### config.mk
export PLATFORM = sky130hd
export DESIGN_NAME = pfbc_host
export DESIGN_NICKNAME = d
export VERILOG_FILES = /design/src/hdl/pfbc_pkg.sv /design/src/hdl/pfbc_host.sv
export VERILOG_INCLUDE_DIRS = /design/src /design/src/hdl
export SDC_FILE = /design/constraint.sdc
export NUM_CORES = 1
export LEC_CHECK = 0
export BUFFER_PORTS_ARGS = -buffer_cell sky130_fd_sc_hd__buf_4
export CAP_MARGIN = 20
export CORE_UTILIZATION = 35
export DETAILED_ROUTE_END_ITERATION = 8
export GPL_TIMING_DRIVEN = 1
export REMOVE_ABC_BUFFERS = 1
export SLEW_MARGIN = 20
export SYNTH_ARGS = -nofsm -noshare
export SYNTH_HDL_FRONTEND = slang
export SYNTH_SLANG_ARGS = --single-unit
### constraint.sdc
create_clock -name CLK_SYS_I -period 2.33 [get_ports CLK_SYS_I]
set_clock_uncertainty 0.1 [all_clocks]
set_input_delay 0.3495 -clock CLK_SYS_I [delete_from_list [all_inputs] [get_ports CLK_SYS_I]]
set_output_delay 0.3495 -clock CLK_SYS_I [all_outputs]
set_load 0.02 [all_outputs]
### src/hdl/pfbc_regs.svh
// Constants for the parallel flash bus controller.
`ifndef PFBC_REGS_SVH
`define PFBC_REGS_SVH
`define PFBC_CLK_NS        50
`define PFBC_RESET_LOW_NS  500
`define PFBC_RESET_CYC     ((`PFBC_RESET_LOW_NS + `PFBC_CLK_NS - 1) / `PFBC_CLK_NS)
`define PFBC_RB_SYNC_CYC   2
`define PFBC_RECOVERY_NS   20000
`define PFBC_RECOVERY_CYC  ((`PFBC_RECOVERY_NS + `PFBC_CLK_NS - 1) / `PFBC_CLK_NS)
`define PFBC_GLITCH_NS     5
`define PFBC_STROBE_NS     100
`define PFBC_STROBE_CYC    ((`PFBC_STROBE_NS + `PFBC_CLK_NS - 1) / `PFBC_CLK_NS)
`define PFBC_CNT_W         16
`define PFBC_ID_A1_BIT     1
`define PFBC_ID_A0_BIT     0
`define PFBC_SA_LSB        16
`endif

### src/hdl/pfbc_pkg.sv
// Types for the parallel flash bus controller.
package pfbc_pkg;
  typedef enum logic [1:0] {
    PFBC_OP_READ,
    PFBC_OP_WRITE,
    PFBC_OP_LOCK,
    PFBC_OP_MFR
  } pfbc_op_t;
  typedef enum logic [2:0] {
    PFBC_RESET,
    PFBC_RECOVER,
    PFBC_IDLE,
    PFBC_SETUP,
    PFBC_STROBE,
    PFBC_HOLD
  } pfbc_state_t;
endpackage : pfbc_pkg

### src/hdl/pfbc_host.sv
// Host controller driving the bus of an asynchronous parallel NOR flash.
`include "pfbc_regs.svh"
`timescale 1ns/10ps
`default_nettype none
module pfbc_host #(
  parameter int ADDR_W       = 26,
  parameter int RESET_CYC    = `PFBC_RESET_CYC,
  parameter int RECOVERY_CYC = `PFBC_RECOVERY_CYC,
  parameter int STROBE_CYC   = `PFBC_STROBE_CYC
) (
  input  wire logic              CLK_SYS_I,
  input  wire logic              RST_N_I,
  input  wire logic              CE_I,
  input  wire logic              REQ_I,
  input  wire logic [1:0]        OP_I,
  input  wire logic [ADDR_W-1:0] ADDR_I,
  input  wire logic [15:0]       WDATA_I,
  input  wire logic              WORD_MODE_I,
  input  wire logic              PROTECT_I,
  input  wire logic              ACCEL_I,
  input  wire logic              FLASH_RESET_I,
  output logic                   BUSY_O,
  output logic                   DONE_O,
  output logic [15:0]            RDATA_O,
  output logic                   FLASH_BUSY_O,
  output logic                   F_RESET_N_O,
  output logic                   F_CE_N_O,
  output logic                   F_WE_N_O,
  output logic                   F_OE_N_O,
  output logic                   F_WIDTH_SEL_O,
  output logic                   F_PROTECT_N_O,
  output logic                   F_ACCEL_HV_O,
  output logic                   F_ID_HV_O,
  output logic [ADDR_W-1:0]      F_ADDR_O,
  output logic [15:0]            F_DQ_O,
  output logic [15:0]            F_DQ_OE_N_O,
  input  wire logic [15:0]       F_DQ_I,
  input  wire logic              F_READY_BUSY_I
);
  typedef logic [`PFBC_CNT_W-1:0] pfbc_cnt_t;

  pfbc_pkg::pfbc_state_t state, next_state;
  pfbc_pkg::pfbc_op_t    op, next_op;
  pfbc_cnt_t             cnt, next_cnt;
  logic                  busy, next_busy;
  logic                  done, next_done;
  logic [15:0]           rdata, next_rdata;
  logic                  rst_n, next_rst_n;
  logic                  ce_n, next_ce_n;
  logic                  we_n, next_we_n;
  logic                  oe_n, next_oe_n;
  logic                  hv, next_hv;
  logic [ADDR_W-1:0]     addr, next_addr;
  logic [15:0]           dq, next_dq;
  logic [15:0]           dq_oe_n, next_dq_oe_n;
  logic                  wide, next_wide;
  logic [2:0]            rb_sync;
  logic                  rb_stable;
  logic                  flash_busy;

  // Ready/busy pin is asynchronous; it counts once stages two and three agree.
  always_ff @(posedge CLK_SYS_I) begin
    if (!RST_N_I) begin
      rb_sync    <= 3'h7;
      rb_stable  <= 1'b1;
    end else if (CE_I) begin
      rb_sync    <= {rb_sync[1:0], F_READY_BUSY_I};
      rb_stable  <= (rb_sync[1] == rb_sync[2]) ? rb_sync[2] : rb_stable;
    end
  end
  assign flash_busy = !rb_stable;

  // Sixteen data lanes enabled in word mode, only the low byte in byte mode.
  function automatic logic [15:0] lane_oe_n(input logic word);
    lane_oe_n = word ? 16'h0000 : 16'hff00;
  endfunction

  always_comb begin
    next_state   = state;
    next_op      = op;
    next_cnt     = (cnt != '0) ? cnt - pfbc_cnt_t'(1) : cnt;
    next_busy    = busy;
    next_done    = 1'b0;
    next_rdata   = rdata;
    next_rst_n   = rst_n;
    next_ce_n    = ce_n;
    next_we_n    = we_n;
    next_oe_n    = oe_n;
    next_hv      = hv;
    next_addr    = addr;
    next_dq      = dq;
    next_dq_oe_n = dq_oe_n;
    next_wide    = wide;
    case (state)
      pfbc_pkg::PFBC_RESET: begin
        if (cnt == '0) begin
          next_rst_n = 1'b1;
          next_cnt   = pfbc_cnt_t'(RECOVERY_CYC);
          next_state = pfbc_pkg::PFBC_RECOVER;
        end
      end
      pfbc_pkg::PFBC_RECOVER: begin
        // Recovery ends early once the device reports ready, else at the time bound.
        if (cnt == '0 || (!flash_busy && cnt < pfbc_cnt_t'(RECOVERY_CYC - `PFBC_RB_SYNC_CYC))) begin
          next_busy  = 1'b0;
          next_state = pfbc_pkg::PFBC_IDLE;
        end
      end
      pfbc_pkg::PFBC_IDLE: begin
        if (FLASH_RESET_I) begin
          next_rst_n = 1'b0;
          next_busy  = 1'b1;
          next_ce_n  = 1'b1;
          next_cnt   = pfbc_cnt_t'(RESET_CYC);
          next_state = pfbc_pkg::PFBC_RESET;
        end else if (REQ_I && !(flash_busy && OP_I != 2'(pfbc_pkg::PFBC_OP_WRITE))) begin
          next_op      = pfbc_pkg::pfbc_op_t'(OP_I);
          next_busy    = 1'b1;
          next_wide    = WORD_MODE_I;
          next_addr    = ADDR_I;
          next_hv      = (OP_I == 2'(pfbc_pkg::PFBC_OP_LOCK)) || (OP_I == 2'(pfbc_pkg::PFBC_OP_MFR));
          if (OP_I == 2'(pfbc_pkg::PFBC_OP_LOCK)) begin
            next_addr[`PFBC_ID_A1_BIT] = 1'b1;
            next_addr[`PFBC_ID_A0_BIT] = 1'b0;
          end
          if (!WORD_MODE_I) begin
            next_dq[15] = ADDR_I[0];
          end
          next_ce_n  = 1'b0;
          next_we_n  = 1'b1;
          next_oe_n  = 1'b1;
          next_dq_oe_n = WORD_MODE_I ? 16'hffff : 16'h7fff;
          next_cnt   = pfbc_cnt_t'(STROBE_CYC);
          next_state = pfbc_pkg::PFBC_SETUP;
        end else begin
          next_ce_n    = 1'b1;
          next_dq_oe_n = 16'hffff;
        end
      end
      pfbc_pkg::PFBC_SETUP: begin
        if (cnt == '0) begin
          if (op == pfbc_pkg::PFBC_OP_WRITE) begin
            // Output enable is held high through the write strobe.
            next_we_n    = 1'b0;
            next_dq      = wide ? WDATA_I : {addr[0], 7'h00, WDATA_I[7:0]};
            next_dq_oe_n = wide ? lane_oe_n(1'b1) : 16'h7f00;
          end else begin
            next_oe_n = 1'b0;
          end
          // Strobe width of STROBE_CYC + 1 cycles is far above the glitch floor.
          next_cnt   = pfbc_cnt_t'(STROBE_CYC);
          next_state = pfbc_pkg::PFBC_STROBE;
        end
      end
      pfbc_pkg::PFBC_STROBE: begin
        if (cnt == '0) begin
          if (op != pfbc_pkg::PFBC_OP_WRITE) begin
            next_rdata = wide ? F_DQ_I : {8'h00, F_DQ_I[7:0]};
            if (op == pfbc_pkg::PFBC_OP_LOCK) begin
              next_rdata = {15'h0000, F_DQ_I[0]};
            end
          end
          next_we_n  = 1'b1;
          next_oe_n  = 1'b1;
          next_cnt   = pfbc_cnt_t'(STROBE_CYC);
          next_state = pfbc_pkg::PFBC_HOLD;
        end
      end
      pfbc_pkg::PFBC_HOLD: begin
        if (cnt == '0) begin
          next_ce_n    = 1'b1;
          next_hv      = 1'b0;
          next_dq_oe_n = 16'hffff;
          next_busy    = 1'b0;
          next_done    = 1'b1;
          next_state   = pfbc_pkg::PFBC_IDLE;
        end
      end
      default: begin
        next_state = pfbc_pkg::PFBC_IDLE;
      end
    endcase
  end

  always_ff @(posedge CLK_SYS_I) begin
    if (!RST_N_I) begin
      // Flash reset starts asserted so the device comes up in read mode.
      state   <= pfbc_pkg::PFBC_RESET;
      op      <= pfbc_pkg::PFBC_OP_READ;
      cnt     <= pfbc_cnt_t'(RESET_CYC);
      busy    <= 1'b1;
      done    <= 1'b0;
      rdata   <= 16'h0000;
      rst_n   <= 1'b0;
      ce_n    <= 1'b1;
      we_n    <= 1'b1;
      oe_n    <= 1'b1;
      hv      <= 1'b0;
      addr    <= '0;
      dq      <= 16'h0000;
      dq_oe_n <= 16'hffff;
      wide    <= 1'b1;
    end else if (CE_I) begin
      state   <= next_state;
      op      <= next_op;
      cnt     <= next_cnt;
      busy    <= next_busy;
      done    <= next_done;
      rdata   <= next_rdata;
      rst_n   <= next_rst_n;
      ce_n    <= next_ce_n;
      we_n    <= next_we_n;
      oe_n    <= next_oe_n;
      hv      <= next_hv;
      addr    <= next_addr;
      dq      <= next_dq;
      dq_oe_n <= next_dq_oe_n;
      wide    <= next_wide;
    end
  end

  logic prot_n, accel, fbusy_q;
  always_ff @(posedge CLK_SYS_I) begin
    if (!RST_N_I) begin
      prot_n  <= 1'b0;
      accel   <= 1'b0;
      fbusy_q <= 1'b0;
    end else if (CE_I) begin
      prot_n  <= !PROTECT_I;
      accel   <= ACCEL_I;
      fbusy_q <= flash_busy;
    end
  end

  // Counts the cycles the flash reset has been held low, for the minimum-width check.
  pfbc_cnt_t             rst_low, next_rst_low;
  always_comb begin
    next_rst_low = rst_low;
    if (rst_n) begin
      next_rst_low = '0;
    end else if (rst_low != '1) begin
      next_rst_low = rst_low + pfbc_cnt_t'(1);
    end
  end
  always_ff @(posedge CLK_SYS_I) begin
    if (!RST_N_I) begin
      rst_low <= '0;
    end else if (CE_I) begin
      rst_low <= next_rst_low;
    end
  end

  assign BUSY_O        = busy;
  assign DONE_O        = done;
  assign RDATA_O       = rdata;
  assign FLASH_BUSY_O  = fbusy_q;
  assign F_RESET_N_O   = rst_n;
  assign F_CE_N_O      = ce_n;
  assign F_WE_N_O      = we_n;
  assign F_OE_N_O      = oe_n;
  assign F_WIDTH_SEL_O = wide;
  assign F_PROTECT_N_O = prot_n;
  assign F_ACCEL_HV_O  = accel;
  assign F_ID_HV_O     = hv;
  assign F_ADDR_O      = addr;
  assign F_DQ_O        = dq;
  assign F_DQ_OE_N_O   = dq_oe_n;
endmodule : pfbc_host
`default_nettype wire

# == Word-level counts from Yosys, hierarchy flattened ==
# Index checks and enable logic that the tools add are counted.
# word_totals
regBits,110
latchBits,0
ram_bits,0
romBits,0
inputBits,69
out_inout_bits,85
elab_cells,134
mem_count,0
# classes
addsub,1
n_mul,0
n_div,0
magnitude_cmp,1
eq_ne,24
shifts,0
mux,55
bitwise,1
reduce_logical,31
# op_table
operator,count
$mux W16,16
$pmux W16 S3,2
$reduce_and A7 Y1,4
$ne A2 B2 Y1 const B,11
$mux W3,7
$mux W1,20
$pmux W3 S6,1
$logic_not A16 Y1,1
$lt A16 B9 Y1 const B,1
$reduce_and A4 Y1,4
$reduce_bool A16 Y1,1
$sub A16 B1 Y16 const B,1
$mux W15,1
$reduce_and A5 Y1,2
$pmux W1 S3,3
$reduce_bool A3 Y1,3
$pmux W1 S2,4
$eq A2 B2 Y1 const B,3
$eq A3 B2 Y1 const B,2
$eq A3 B3 Y1 const B,2
$reduce_and A6 Y1,1
$reduce_bool A2 Y1,3
$ne A2 B1 Y1 const B,2
$eq A3 B1 Y1 const B,1
12 further kinds,17

# == Longest topological paths before layout ==
# Gate-level depths: netlist of the first run.
# logic_depth
depth_word,7
mapped_depth,10
mapped_depth_nobuf,10

# == Least setup slack after synthesis of the first run ==
# Ideal clock, no wire load.
# synth_timing
path_kind,register -> register
from,register cnt[1]
to,register cnt[10]
setup_time_ns,0.138
t_arrival_ns,1.912
required_time_ns,2.092
path_slack_ns,0.180
path_stages_with_launch,9
n_path_buf,0
synth_period_minus_slack_ns,2.150
cell_sequence,dfxtp_1 inv_1 ha_1 or4b_4 nor3_4 nand2_2 a2111o_1 o311ai_2 nor2_1
# synth_between
elab_chain_cells,5
elab_cells_between_ends,9
cone_classes,1 x add/sub; 6 x mux; 2 x reduce/logical
# synth_lines
element,line,rtl
"start, declared",pfbc_host.sv:44,"pfbc_cnt_t cnt, next_cnt;"
"start signal, assigned",pfbc_host.sv:190,cnt <= pfbc_cnt_t'(RESET_CYC);
"start signal, assigned",pfbc_host.sv:206,cnt <= next_cnt;
$sub A16 B1 Y16 / $reduce_bool A16 Y1 (equally long branches),pfbc_host.sv:81,next_cnt = (cnt != '0) ? cnt - pfbc_cnt_t'(1) : cnt;
$mux W16,pfbc_host.sv:81,
$mux W16,pfbc_host.sv:116,end else if (REQ_I && !(flash_busy && OP_I != 2'(pfbc_pkg::PFBC_OP_WRITE))) begin
$mux W16,pfbc_host.sv:110,if (FLASH_RESET_I) begin
$pmux W16 S3 (*),pfbc_host.sv:94,case (state)
# Every way passes the cells marked *; elsewhere a longest branch is shown, timed or not.
# A chain may end at the register's enable or synchronous reset.

# == Worst setup path in the final report of the first run ==
# Same ends and word-level chain as after synthesis.

==> results of run 1 <==
[synthesized netlist by cell type, types with 4 or more instances]
library cell / number / area (µm²)
sky130_fd_sc_hd__buf_2: 4 / 20.02
sky130_fd_sc_hd__and2_1: 7 / 43.79
sky130_fd_sc_hd__nand2b_1: 8 / 50.05
sky130_fd_sc_hd__nor2_1: 29 / 108.9
sky130_fd_sc_hd__nor3_1: 8 / 40.04
sky130_fd_sc_hd__inv_1: 10 / 37.54
sky130_fd_sc_hd__buf_4: 16 / 120.1
sky130_fd_sc_hd__nor2b_1: 5 / 31.28
sky130_fd_sc_hd__dfxtp_1: 97 / 1942
sky130_fd_sc_hd__o21ai_0: 17 / 85.08
sky130_fd_sc_hd__xor2_1: 6 / 52.55
sky130_fd_sc_hd__o211ai_1: 7 / 52.55
sky130_fd_sc_hd__nand2_1: 123 / 461.7
sky130_fd_sc_hd__nand4_1: 5 / 31.28
sky130_fd_sc_hd__mux2i_1: 9 / 90.09
sky130_fd_sc_hd__clkbuf_8: 4 / 55.05
sky130_fd_sc_hd__nand3_1: 37 / 185.2
sky130_fd_sc_hd__clkbuf_1: 22 / 82.58
sky130_fd_sc_hd__a21oi_1: 80 / 400.4
[metrics by stage]
step	cells	cell area [µm²]	setup TNS (ns)	setup WS [ns]	hold slack, ns
2_1_floorplan	511	4163	-0.05424	-0.02891	0.3114
3_3_place_gp	865	5807	0	0.02383	0.3390
3_5_place_dp	865	5807	-0.2842	-0.04413	0.3471
4_1_cts	883	6142	0	0.008462	0.06488
5_1_grt	888	6215	-0.08546	-0.02899	0.07650
6_report	888	6215	0	0.05874	0.08124
[cells by family after synthesis]
logic type,share of synthesized area [%]
compound gates,16.99
xor+xnor,1.757
fa+ha+maj,0.8369
buf+inv,8.034
flops,43.29
mux,2.259
simple gates,26.83
[repair_timing]
| item | CTS | global route |
|---|---|---|
| hold buffers | 0 | 0 |
| gates cloned | 1 | 0 |
| hold endpoints to repair | 0 | 0 |
| gates resized for setup | 3 | 9 |
| pin swaps | 4 | 9 |
| setup buffers | 2 | 5 |
| setup endpoints to repair | 9 | 28 |
[sequential cells by signal, indices dropped and copies added, names as in the netlist]
signal,flops
F_DQ_O,16
F_WIDTH_SEL_O,1
F_ID_HV_O,1
FLASH_BUSY_O,1
F_OE_N_O,1
DONE_O,1
F_DQ_OE_N_O,3
F_ADDR_O,26
F_PROTECT_N_O,1
F_WE_N_O,1
F_ACCEL_HV_O,1
state,3
rb_stable,1
RDATA_O,16
F_CE_N_O,1
BUSY_O,1
rb_sync,3
F_RESET_N_O,1
cnt,16
op,2
[where the power goes]
| part | switching, µW | internal (µW) | leakage, µW |
|---|---|---|---|
| registers | 22.1 | 1680 | 0.000784 |
| clock network | 642 | 836 | 0.000140 |
| logic | 183 | 186 | 0.00159 |
[worst max path at each step]
stage	cells after the start	endpoint	slack, ns
2_1_floorplan	8	F_DQ_O[14]	-0.03
3_3_place_gp	8	cnt[5]	0.02
3_5_place_dp	8	cnt[2]	-0.04
4_1_cts	8	cnt[12]	0.008
5_1_grt	8	cnt[14]	-0.03
6_report	8	cnt[10]	0.06
[routing by layer]
metal  track usage [%]  part of all wire [%]  routed length [µm]
met1             25.26                    44                5656
met2             30.80                    46                5987
met3             4.059                   7.3                 939
met4             9.784                   2.6                 337
met5                 0                     0                   0
[final cells by class]
type / count / area (µm²)
clock inverter: 5 / 63.81
fill: 1203 / 6047
tap: 168 / 210.2
multi-input combinational: 405 / 2238
sequential: 97 / 1947
timing repair buffer: 193 / 1486
inverter: 10 / 40.04
clock buffer: 10 / 229.0
[worst reg2reg max path, delay by kind of cell (launching register included)]
kind / cells / cell delay (ns)
compound gates: 2 / 0.67
fa+ha+maj: 1 / 0.13
buf+inv: 1 / 0.08
flops: 1 / 0.33
simple gates: 4 / 0.84
==> impl_metrics.xml, run 1 <==
<?xml version="1.0" encoding="UTF-8"?>
<metrics>
  <group name="cts">
    <metric name="cts_made_buffers" unit="">9</metric>
    <metric name="count_of_clock_tree_sinks" unit="">97</metric>
    <metric name="clk_latency" unit="ns">0.35</metric>
    <metric name="tritoncts_clock_tree" unit="">built</metric>
    <metric name="clk_root_buffer_cell" unit="">sky130_fd_sc_hd__clkbuf_16</metric>
    <metric name="cts_buffer_depth" unit="">2</metric>
    <metric name="clk_pin_slew_worst_paths" unit="ns">0.07</metric>
    <metric name="cts_htree_levels" unit="">3</metric>
  </group>
  <group name="grt">
    <metric name="antenna_violations_before_repair" unit="">0</metric>
    <metric name="grt_max_degree" unit="">38</metric>
    <metric name="track_usage" unit="%">19.51</metric>
    <metric name="globalRoute.totalOverflow" unit="">0</metric>
    <metric name="grt_pass1_wl" unit="µm">20310</metric>
    <metric name="grt_pass1_vias" unit="">4166</metric>
  </group>
  <group name="min_path">
    <metric name="hold_path_startpoint" unit="">PROTECT_I</metric>
    <metric name="holdPathStages" unit="">2</metric>
    <metric name="worstHoldPathType" unit="">in2reg</metric>
    <metric name="whs_endpoint" unit="">F_PROTECT_N_O</metric>
  </group>
  <group name="routing">
    <metric name="wl_per_cell" unit="µm">14.55</metric>
    <metric name="drc" unit="">0</metric>
    <metric name="first_pass_iters" unit="">5</metric>
    <metric name="drtIter0Drc" unit="">307</metric>
    <metric name="routed-via-count" unit="">4494</metric>
    <metric name="routed_via_density" unit="">5.061</metric>
    <metric name="routed_wirelength" unit="µm">12920</metric>
    <metric name="postRouteAntennaNets" unit="">0</metric>
  </group>
  <group name="finish">
    <metric name="fin_util" unit="%">50.68</metric>
    <metric name="diodes" unit="">0</metric>
    <metric name="drive_gt1_share" unit="%">32.50</metric>
    <metric name="mostFrequentLayoutCells" unit="">sky130_fd_sc_hd__buf_4 (190), sky130_fd_sc_hd__nand2_1 (123), sky130_fd_sc_hd__dfxtp_1 (95)</metric>
    <metric name="num-nets-final" unit="">788</metric>
    <metric name="layout_commonest_cell" unit="">sky130_fd_sc_hd__buf_4</metric>
    <metric name="area_growth_syn_to_layout" unit="%">38.55</metric>
  </group>
  <group name="timing">
    <metric name="post_route_clock_period_utilization" unit="%">97.48</metric>
    <metric name="maxClockFrequency" unit="MHz">440.3</metric>
    <metric name="grt_setup_unrepaired" unit="">true</metric>
    <metric name="post-route-min-period" unit="ns">2.271</metric>
    <metric name="worstMarginPinSlew" unit="ns">0.5636</metric>
    <metric name="finalHoldViolCount" unit="">0</metric>
    <metric name="final-max-slew-violation-count" unit="">0</metric>
    <metric name="slew_headroom" unit="%">62.08</metric>
    <metric name="setup_viol_count_final" unit="">0</metric>
  </group>
  <group name="critical_path">
    <metric name="register_to_register_setup_slack" unit="ns">0.06</metric>
    <metric name="worst_r2r_startpoint" unit="">cnt[1]</metric>
    <metric name="critPathTopFamily" unit="">simple AND/OR/NAND/NOR gates</metric>
    <metric name="path_max_fanout" unit="">4</metric>
    <metric name="critical_path_buf_inv_count" unit="">1</metric>
    <metric name="cp.arrival" unit="ns">2.39</metric>
    <metric name="setup.worst_path.end_class" unit="">flop</metric>
    <metric name="r2r_cell_count" unit="">8</metric>
    <metric name="worst_setup_path_startpoint" unit="">cnt[1]</metric>
    <metric name="crit_slowest_cell" unit="">sky130_fd_sc_hd__a2111o_1</metric>
    <metric name="worstSetupStartpointType" unit="">flop</metric>
    <metric name="required_worst_endpoint" unit="ns">2.45</metric>
    <metric name="critical_path_class" unit="">reg2reg</metric>
    <metric name="r2r_end" unit="">cnt[10]</metric>
    <metric name="path_cells" unit="">inv_2, ha_4, or4b_4, nor3_4, nand2_2, a2111o_1, o311ai_2, nor2_1</metric>
    <metric name="cp_slowest_stage_delay" unit="ns">0.51</metric>
  </group>
  <group name="yosys">
    <metric name="synth_seq_area_share" unit="%">43.29</metric>
    <metric name="synthFlopType" unit="">sky130_fd_sc_hd__dfxtp_1</metric>
    <metric name="ys_types" unit="">60</metric>
    <metric name="syn-instance-count" unit="">562</metric>
    <metric name="synth_enable_flop_cells" unit="">0</metric>
    <metric name="synth.cell_area" unit="µm²">4486</metric>
    <metric name="postSynthRegisterBits" unit="">97</metric>
    <metric name="post_synth.cell_area_avg" unit="µm²">7.981</metric>
    <metric name="async_flop_share" unit="%">0</metric>
    <metric name="synth-warning-count" unit="">0</metric>
  </group>
  <group name="floorplanning">
    <metric name="initial_core_util" unit="%">36.58</metric>
    <metric name="chipHeight" unit="µm">115.2</metric>
    <metric name="coreArea" unit="µm²">12260</metric>
    <metric name="top_level_ports" unit="">154</metric>
    <metric name="placement_rows" unit="">40</metric>
    <metric name="dieWidth" unit="µm">115.2</metric>
    <metric name="design.die.area" unit="µm²">13270</metric>
  </group>
  <group name="placement">
    <metric name="port_buffers" unit="">153</metric>
    <metric name="gpl_wtd_cong" unit="">0.8938</metric>
    <metric name="hpwl" unit="µm">9373</metric>
  </group>
  <group name="run">
    <metric name="maximum_capacitance_violations" unit="">0</metric>
  </group>
  <group name="power">
    <metric name="power_density" unit="nW/µm²">570.5</metric>
    <metric name="worst_ir_drop_vdd" unit="mV">0.2948</metric>
    <metric name="leakagePower" unit="µW">0.002517</metric>
    <metric name="power.total" unit="µW">3546</metric>
  </group>
  <group name="run_status">
    <metric name="status" unit="">finished, final reports clean</metric>
  </group>
</metrics>
Power figures use the tool's default switching activity.
==> inputs of run 2 (changes only) <==
Clock period 2.33 ns to 2.2 ns, I/O delays scaled along.
==> impl_metrics.xml, run 2 (synthesis gave the netlist of run 1 again) <==
<?xml version="1.0" encoding="UTF-8"?>
<metrics>
  <group name="run_status">
    <metric name="status" unit="">finished with violations</metric>
    <metric name="violations" unit="">setup timing</metric>
  </group>
  <group name="min_path">
    <metric name="worstHoldPathType" unit="">in2reg</metric>
    <metric name="holdPathStages" unit="">2</metric>
  </group>
  <group name="timing">
    <metric name="hold-worst-slack" unit="ns">0.05644</metric>
    <metric name="finalHoldViolCount" unit="">0</metric>
    <metric name="final-max-slew-violation-count" unit="">0</metric>
    <metric name="setup_viol_count_final" unit="">7</metric>
    <metric name="finalWorstSetupSlack" unit="ns">-0.05975</metric>
    <metric name="post-route-min-period" unit="ns">2.260</metric>
    <metric name="maxClockFrequency" unit="MHz">442.5</metric>
    <metric name="post_route_clock_period_utilization" unit="%">102.7</metric>
    <metric name="slew_headroom" unit="%">66.83</metric>
    <metric name="grt_setup_unrepaired" unit="">true</metric>
    <metric name="worstMarginPinSlew" unit="ns">0.4969</metric>
  </group>
  <group name="power">
    <metric name="power.total" unit="µW">4014</metric>
    <metric name="power_frac_comb" unit="%">10.3</metric>
    <metric name="power_density" unit="nW/µm²">627.6</metric>
    <metric name="leakagePower" unit="µW">0.002615</metric>
    <metric name="intPower" unit="µW">3100</metric>
    <metric name="worst_ir_drop_vdd" unit="mV">0.6223</metric>
    <metric name="share_clk_of_total_power" unit="%">44.9</metric>
    <metric name="seq_pwr_share" unit="%">44.7</metric>
    <metric name="total_switching_power" unit="µW">914.1</metric>
    <metric name="swShare" unit="%">22.77</metric>
  </group>
  <group name="routing">
    <metric name="routed-via-count" unit="">4487</metric>
    <metric name="drc" unit="">0</metric>
    <metric name="first_pass_iters" unit="">5</metric>
    <metric name="postRouteAntennaNets" unit="">0</metric>
    <metric name="drtIter0Drc" unit="">416</metric>
    <metric name="routed_wirelength" unit="µm">13120</metric>
    <metric name="routed_via_density" unit="">4.969</metric>
    <metric name="wl_per_cell" unit="µm">14.53</metric>
  </group>
  <group name="finish">
    <metric name="num-nets-final" unit="">802</metric>
    <metric name="final_design_area_no_fill" unit="µm²">6395</metric>
    <metric name="mostFrequentLayoutCells" unit="">sky130_fd_sc_hd__buf_4 (203), sky130_fd_sc_hd__nand2_1 (123), sky130_fd_sc_hd__dfxtp_1 (94)</metric>
    <metric name="diodes" unit="">0</metric>
    <metric name="area_growth_syn_to_layout" unit="%">42.57</metric>
    <metric name="largest_register_ff_count" unit="">26</metric>
    <metric name="layout_commonest_cell" unit="">sky130_fd_sc_hd__buf_4</metric>
    <metric name="drive_gt1_share" unit="%">34.56</metric>
    <metric name="num-fill-cells" unit="">1206</metric>
  </group>
  <group name="grt">
    <metric name="grt_pass1_vias" unit="">4290</metric>
    <metric name="grt_max_degree" unit="">43</metric>
    <metric name="grt_pass1_wl" unit="µm">20850</metric>
    <metric name="track_usage" unit="%">20.10</metric>
    <metric name="antenna_violations_before_repair" unit="">0</metric>
    <metric name="globalRoute.totalOverflow" unit="">0</metric>
  </group>
  <group name="floorplanning">
    <metric name="top_level_ports" unit="">154</metric>
    <metric name="chipHeight" unit="µm">115.2</metric>
    <metric name="dieWidth" unit="µm">115.2</metric>
    <metric name="design.die.area" unit="µm²">13270</metric>
    <metric name="initial_core_util" unit="%">36.58</metric>
    <metric name="placement_rows" unit="">40</metric>
    <metric name="coreArea" unit="µm²">12260</metric>
  </group>
  <group name="critical_path">
    <metric name="r2r_cell_count" unit="">8</metric>
    <metric name="path_max_fanout" unit="">5</metric>
    <metric name="worstSetupStartpointType" unit="">flop</metric>
    <metric name="setup.worst_path.end_class" unit="">flop</metric>
    <metric name="required_worst_endpoint" unit="ns">2.32</metric>
    <metric name="critical_path_class" unit="">reg2reg</metric>
    <metric name="cp.arrival" unit="ns">2.38</metric>
  </group>
  <group name="cts">
    <metric name="cts_htree_levels" unit="">3</metric>
    <metric name="count_of_clock_tree_sinks" unit="">97</metric>
    <metric name="cts_made_buffers" unit="">9</metric>
    <metric name="cts_buffer_depth" unit="">2</metric>
    <metric name="tritoncts_clock_tree" unit="">built</metric>
    <metric name="clk_latency" unit="ns">0.35</metric>
    <metric name="clk_pin_slew_worst_paths" unit="ns">0.07</metric>
    <metric name="clk_root_buffer_cell" unit="">sky130_fd_sc_hd__clkbuf_16</metric>
  </group>
  <group name="placement">
    <metric name="gpl_wtd_cong" unit="">0.8830</metric>
    <metric name="pre_cts_slack" unit="ns">-0.1839</metric>
    <metric name="hpwl" unit="µm">9440</metric>
    <metric name="port_buffers" unit="">153</metric>
    <metric name="placed_area" unit="µm²">5912</metric>
  </group>
  <group name="run">
    <metric name="maximum_capacitance_violations" unit="">0</metric>
  </group>
</metrics>
[run 2: cell types whose count changed in the layout (fill, tap and decap cells not counted), moves of 2 or more]
cell,delta
sky130_fd_sc_hd__buf_4,+13
sky130_fd_sc_hd__bufinv_16,+2
sky130_fd_sc_hd__clkinv_2,+2
sky130_fd_sc_hd__dfxtp_2,+2
sky130_fd_sc_hd__o21ai_2,+2
[run 2: final timing paths]
path / start / to / slack, ns
worst max-delay path: cnt[0] / cnt[11] / -0.06
worst min-delay path: PROTECT_I / F_PROTECT_N_O / 0.06
worst max register to register: cnt[0] / cnt[11] / -0.06
worst min register to register: RDATA_O[1] / RDATA_O[1] / 0.35
[run 2: what timing repair did]
item	in CTS	in global routing
endpoints found under the setup margin	12	29
gates resized for setup	8	9
pin swaps	1	5
hold buffers	0	0
setup buffers	2	5
gates cloned	1	0
[run 2: critical path: stages, from the launching register on]
cell	delay, ns
sky130_fd_sc_hd__dfxtp_2	0.32
sky130_fd_sc_hd__inv_2	0.07
sky130_fd_sc_hd__ha_4	0.13
sky130_fd_sc_hd__or4b_4	0.49
sky130_fd_sc_hd__nor3_4	0.17
sky130_fd_sc_hd__nand2_2	0.09
sky130_fd_sc_hd__a2111o_1	0.48
sky130_fd_sc_hd__o311ai_4	0.18
sky130_fd_sc_hd__nor2_1	0.10
[run 2: per-stage QoR]
stage                     utilization [%]  TNS (ns)  cells
final                               52.15   -0.2895    903
after detailed placement            48.21    -1.469    879
after CTS                           51.47   -0.1593    898
after floorplan                         -    -2.102    511
after global placement              48.21   -0.7480    879
after global routing                52.15    -2.131    903
[run 2: final cells by class]
cell class                 count  area [µm²]  share of cell area [%]
clock buffer                   9       225.2                   3.522
clock inverter                 7       116.4                   1.820
inverter                      10       37.54                  0.5870
multi-input combinational    405        2265                   35.41
sequential                    97        1946                   30.42
tap                          168       210.2                   3.287
timing repair buffer         207        1595                   24.95
[run 2: routing by layer]
metal / part of all wire, % / GRT usage [%] / vias up
li1: - / - / 2266
met1: 43 / 24.68 / 2031
met2: 49 / 34.06 / 175
met3: 6.9 / 5.640 / 15
met4: 1.2 / 6.234 / 0
met5: 0 / 0 / -
[run 2: power by group through the flow]
stage	Clock, µW	Sequential (µW)	Combinational, µW
after floorplan	0	1840	148
after global placement	0	1830	375
after detailed placement	0	1830	377
after CTS	1850	1790	393
after global routing	1930	1800	451
final	1800	1800	415
==> inputs of run 3 (changes only) <==
--- a/config.mk
+++ b/config.mk
@@ -10,4 +10,6 @@
 export CAP_MARGIN = 20
 export CORE_UTILIZATION = 35
+export CTS_BUF_LIST = sky130_fd_sc_hd__clkbuf_4 sky130_fd_sc_hd__clkbuf_8 sky130_fd_sc_hd__clkbuf_16
+export CTS_CLUSTER_SIZE = 40
 export DETAILED_ROUTE_END_ITERATION = 8
 export GPL_TIMING_DRIVEN = 1
==> constraint.sdc (replaced) <==
create_clock -name CLK_SYS_I -period 2.2 [get_ports CLK_SYS_I]
set_clock_uncertainty 0.1 [all_clocks]
set_input_delay 0.22 -clock CLK_SYS_I [delete_from_list [all_inputs] [get_ports CLK_SYS_I]]
set_output_delay 0.22 -clock CLK_SYS_I [all_outputs]
set_load 0.02 [all_outputs]
==> impl_metrics.xml, run 3 (synthesis gave the netlist of run 1 again) <==
<?xml version="1.0" encoding="UTF-8"?>
<metrics>
  <group name="run_status">
    <metric name="status" unit="">finished with violations</metric>
    <metric name="violations" unit="">setup timing</metric>
  </group>
  <group name="critical_path">
    <metric name="crit_end" unit="">cnt[11]</metric>
    <metric name="r2r_cell_count" unit="">8</metric>
    <metric name="setup.worst_path.end_class" unit="">flop</metric>
    <metric name="required_worst_endpoint" unit="ns">2.33</metric>
    <metric name="worst_r2r_startpoint" unit="">cnt[0]</metric>
    <metric name="path_max_fanout" unit="">5</metric>
    <metric name="register_to_register_setup_slack" unit="ns">-0.04</metric>
    <metric name="worst_setup_path_startpoint" unit="">cnt[0]</metric>
    <metric name="cp.arrival" unit="ns">2.36</metric>
    <metric name="worstSetupStartpointType" unit="">flop</metric>
    <metric name="critical_path_class" unit="">reg2reg</metric>
    <metric name="r2r_end" unit="">cnt[11]</metric>
  </group>
  <group name="timing">
    <metric name="final-max-slew-violation-count" unit="">0</metric>
    <metric name="maxClockFrequency" unit="MHz">447.4</metric>
    <metric name="finalHoldViolCount" unit="">0</metric>
    <metric name="setup_total_negative_slack" unit="ns">-0.1307</metric>
    <metric name="post_route_clock_period_utilization" unit="%">101.6</metric>
    <metric name="slew_headroom" unit="%">61.79</metric>
    <metric name="post-route-min-period" unit="ns">2.235</metric>
    <metric name="grt_setup_unrepaired" unit="">true</metric>
    <metric name="setup_viol_count_final" unit="">5</metric>
    <metric name="finalWorstSetupSlack" unit="ns">-0.03529</metric>
    <metric name="worstMarginPinSlew" unit="ns">0.5679</metric>
  </group>
  <group name="finish">
    <metric name="diodes" unit="">0</metric>
    <metric name="mostFrequentLayoutCells" unit="">sky130_fd_sc_hd__buf_4 (201), sky130_fd_sc_hd__nand2_1 (123), sky130_fd_sc_hd__dfxtp_1 (94)</metric>
    <metric name="fin_util" unit="%">52.24</metric>
    <metric name="num-nets-final" unit="">803</metric>
    <metric name="largest_register_ff_count" unit="">26</metric>
    <metric name="layout_commonest_cell" unit="">sky130_fd_sc_hd__buf_4</metric>
    <metric name="drive_gt1_share" unit="%">34.78</metric>
    <metric name="area_growth_syn_to_layout" unit="%">42.82</metric>
  </group>
  <group name="routing">
    <metric name="wl_per_cell" unit="µm">14.70</metric>
    <metric name="first_pass_iters" unit="">7</metric>
    <metric name="routed_via_density" unit="">5.135</metric>
    <metric name="drc" unit="">0</metric>
    <metric name="routed-via-count" unit="">4642</metric>
    <metric name="postRouteAntennaNets" unit="">0</metric>
    <metric name="routed_wirelength" unit="µm">13290</metric>
    <metric name="drtIter0Drc" unit="">353</metric>
  </group>
  <group name="floorplanning">
    <metric name="top_level_ports" unit="">154</metric>
    <metric name="coreArea" unit="µm²">12260</metric>
    <metric name="placement_rows" unit="">40</metric>
    <metric name="initial_core_util" unit="%">36.58</metric>
    <metric name="design.die.area" unit="µm²">13270</metric>
    <metric name="chipHeight" unit="µm">115.2</metric>
    <metric name="dieWidth" unit="µm">115.2</metric>
  </group>
  <group name="power">
    <metric name="power_density" unit="nW/µm²">584.8</metric>
    <metric name="leakagePower" unit="µW">0.002601</metric>
    <metric name="worst_ir_drop_vdd" unit="mV">0.2717</metric>
  </group>
  <group name="cts">
    <metric name="cts_buffer_depth" unit="">2</metric>
    <metric name="clk_latency" unit="ns">0.35</metric>
    <metric name="cts_htree_levels" unit="">3</metric>
    <metric name="clk_pin_slew_worst_paths" unit="ns">0.07</metric>
    <metric name="count_of_clock_tree_sinks" unit="">97</metric>
    <metric name="clk_root_buffer_cell" unit="">sky130_fd_sc_hd__clkbuf_16</metric>
    <metric name="tritoncts_clock_tree" unit="">built</metric>
    <metric name="cts_made_buffers" unit="">9</metric>
  </group>
  <group name="min_path">
    <metric name="worstHoldPathType" unit="">in2reg</metric>
  </group>
  <group name="grt">
    <metric name="grt_pass1_vias" unit="">4342</metric>
    <metric name="grt_max_degree" unit="">43</metric>
    <metric name="globalRoute.totalOverflow" unit="">0</metric>
    <metric name="grt_pass1_wl" unit="µm">20820</metric>
    <metric name="track_usage" unit="%">19.96</metric>
    <metric name="antenna_violations_before_repair" unit="">0</metric>
  </group>
  <group name="placement">
    <metric name="port_buffers" unit="">153</metric>
    <metric name="gpl_wtd_cong" unit="">0.9071</metric>
    <metric name="hpwl" unit="µm">9607</metric>
    <metric name="pre_cts_slack" unit="ns">-0.1393</metric>
  </group>
  <group name="run">
    <metric name="maximum_capacitance_violations" unit="">0</metric>
  </group>
</metrics>
[run 3: worst min-delay path by stage]
stage | cells past startpoint | slack, ns | start | end
6_report | 3 | 0.01 | ADDR_I[14] | F_ADDR_O[14]
5_1_grt | 3 | 0.01 | ADDR_I[14] | F_ADDR_O[14]
4_1_cts | 3 | 0.00002 | ADDR_I[24] | F_ADDR_O[24]
3_5_place_dp | 2 | 0.31 | PROTECT_I | F_PROTECT_N_O
3_3_place_gp | 2 | 0.30 | PROTECT_I | F_PROTECT_N_O
2_1_floorplan | 1 | 0.18 | RST_N_I | rb_sync[0]
[run 3: repair_timing]
item / CTS / global route
setup endpoints to repair: 15 / 36
gates cloned: 1 / 0
pin swaps: 5 / 9
hold buffers: 3 / 0
resized for setup: 10 / 15
setup buffers: 2 / 1
hold endpoints to repair: 3 / 0
[run 3: worst max-delay path, cell delays in order (launching register included)]
cell and delay [ns]:
sky130_fd_sc_hd__dfxtp_2 0.33, sky130_fd_sc_hd__inv_2 0.07, sky130_fd_sc_hd__ha_4 0.13, sky130_fd_sc_hd__or4b_4 0.48, sky130_fd_sc_hd__nor3_4 0.15, sky130_fd_sc_hd__nand2_2 0.10, sky130_fd_sc_hd__a2111o_1 0.48, sky130_fd_sc_hd__o311ai_4 0.17
sky130_fd_sc_hd__nor2_1 0.10
[run 3: final cells by class]
class,count,area (µm²)
multi-input combinational,405,2312
sequential,97,1946
clock buffer,10,239.0
inverter,10,37.54
clock inverter,6,51.30
fill,1153,5856
tap,168,210.2
timing repair buffer,208,1610
[run 3: stage by stage]
stage          cell area [µm²]  cells  hold WS, ns  power [µW]
2_1_floorplan             4163    511       0.1819        1991
3_3_place_gp              5927    881       0.3047        2216
3_5_place_dp              5927    881       0.3108        2219
4_1_cts                   6315    903   0.00001787        3766
5_1_grt                   6406    904      0.01194        3887
6_report                  6406    904      0.01256        3746
[run 3: per-layer routing]
layer | part of all wire [%] | GRT usage [%] | up-vias
met5 | 0 | 0 | -
met4 | 2.5 | 9.957 | 0
met3 | 6.9 | 3.795 | 31
met2 | 48 | 33.49 | 213
met1 | 43 | 24.47 | 2141
li1 | - | - | 2257
[run 3: power breakdown]
group	internal, µW	leakage [µW]	switching, µW	total [µW]
Clock	813	0.000139	714	1530
Sequential	1780	0.000784	23.0	1800
Combinational	213	0.00168	207	420
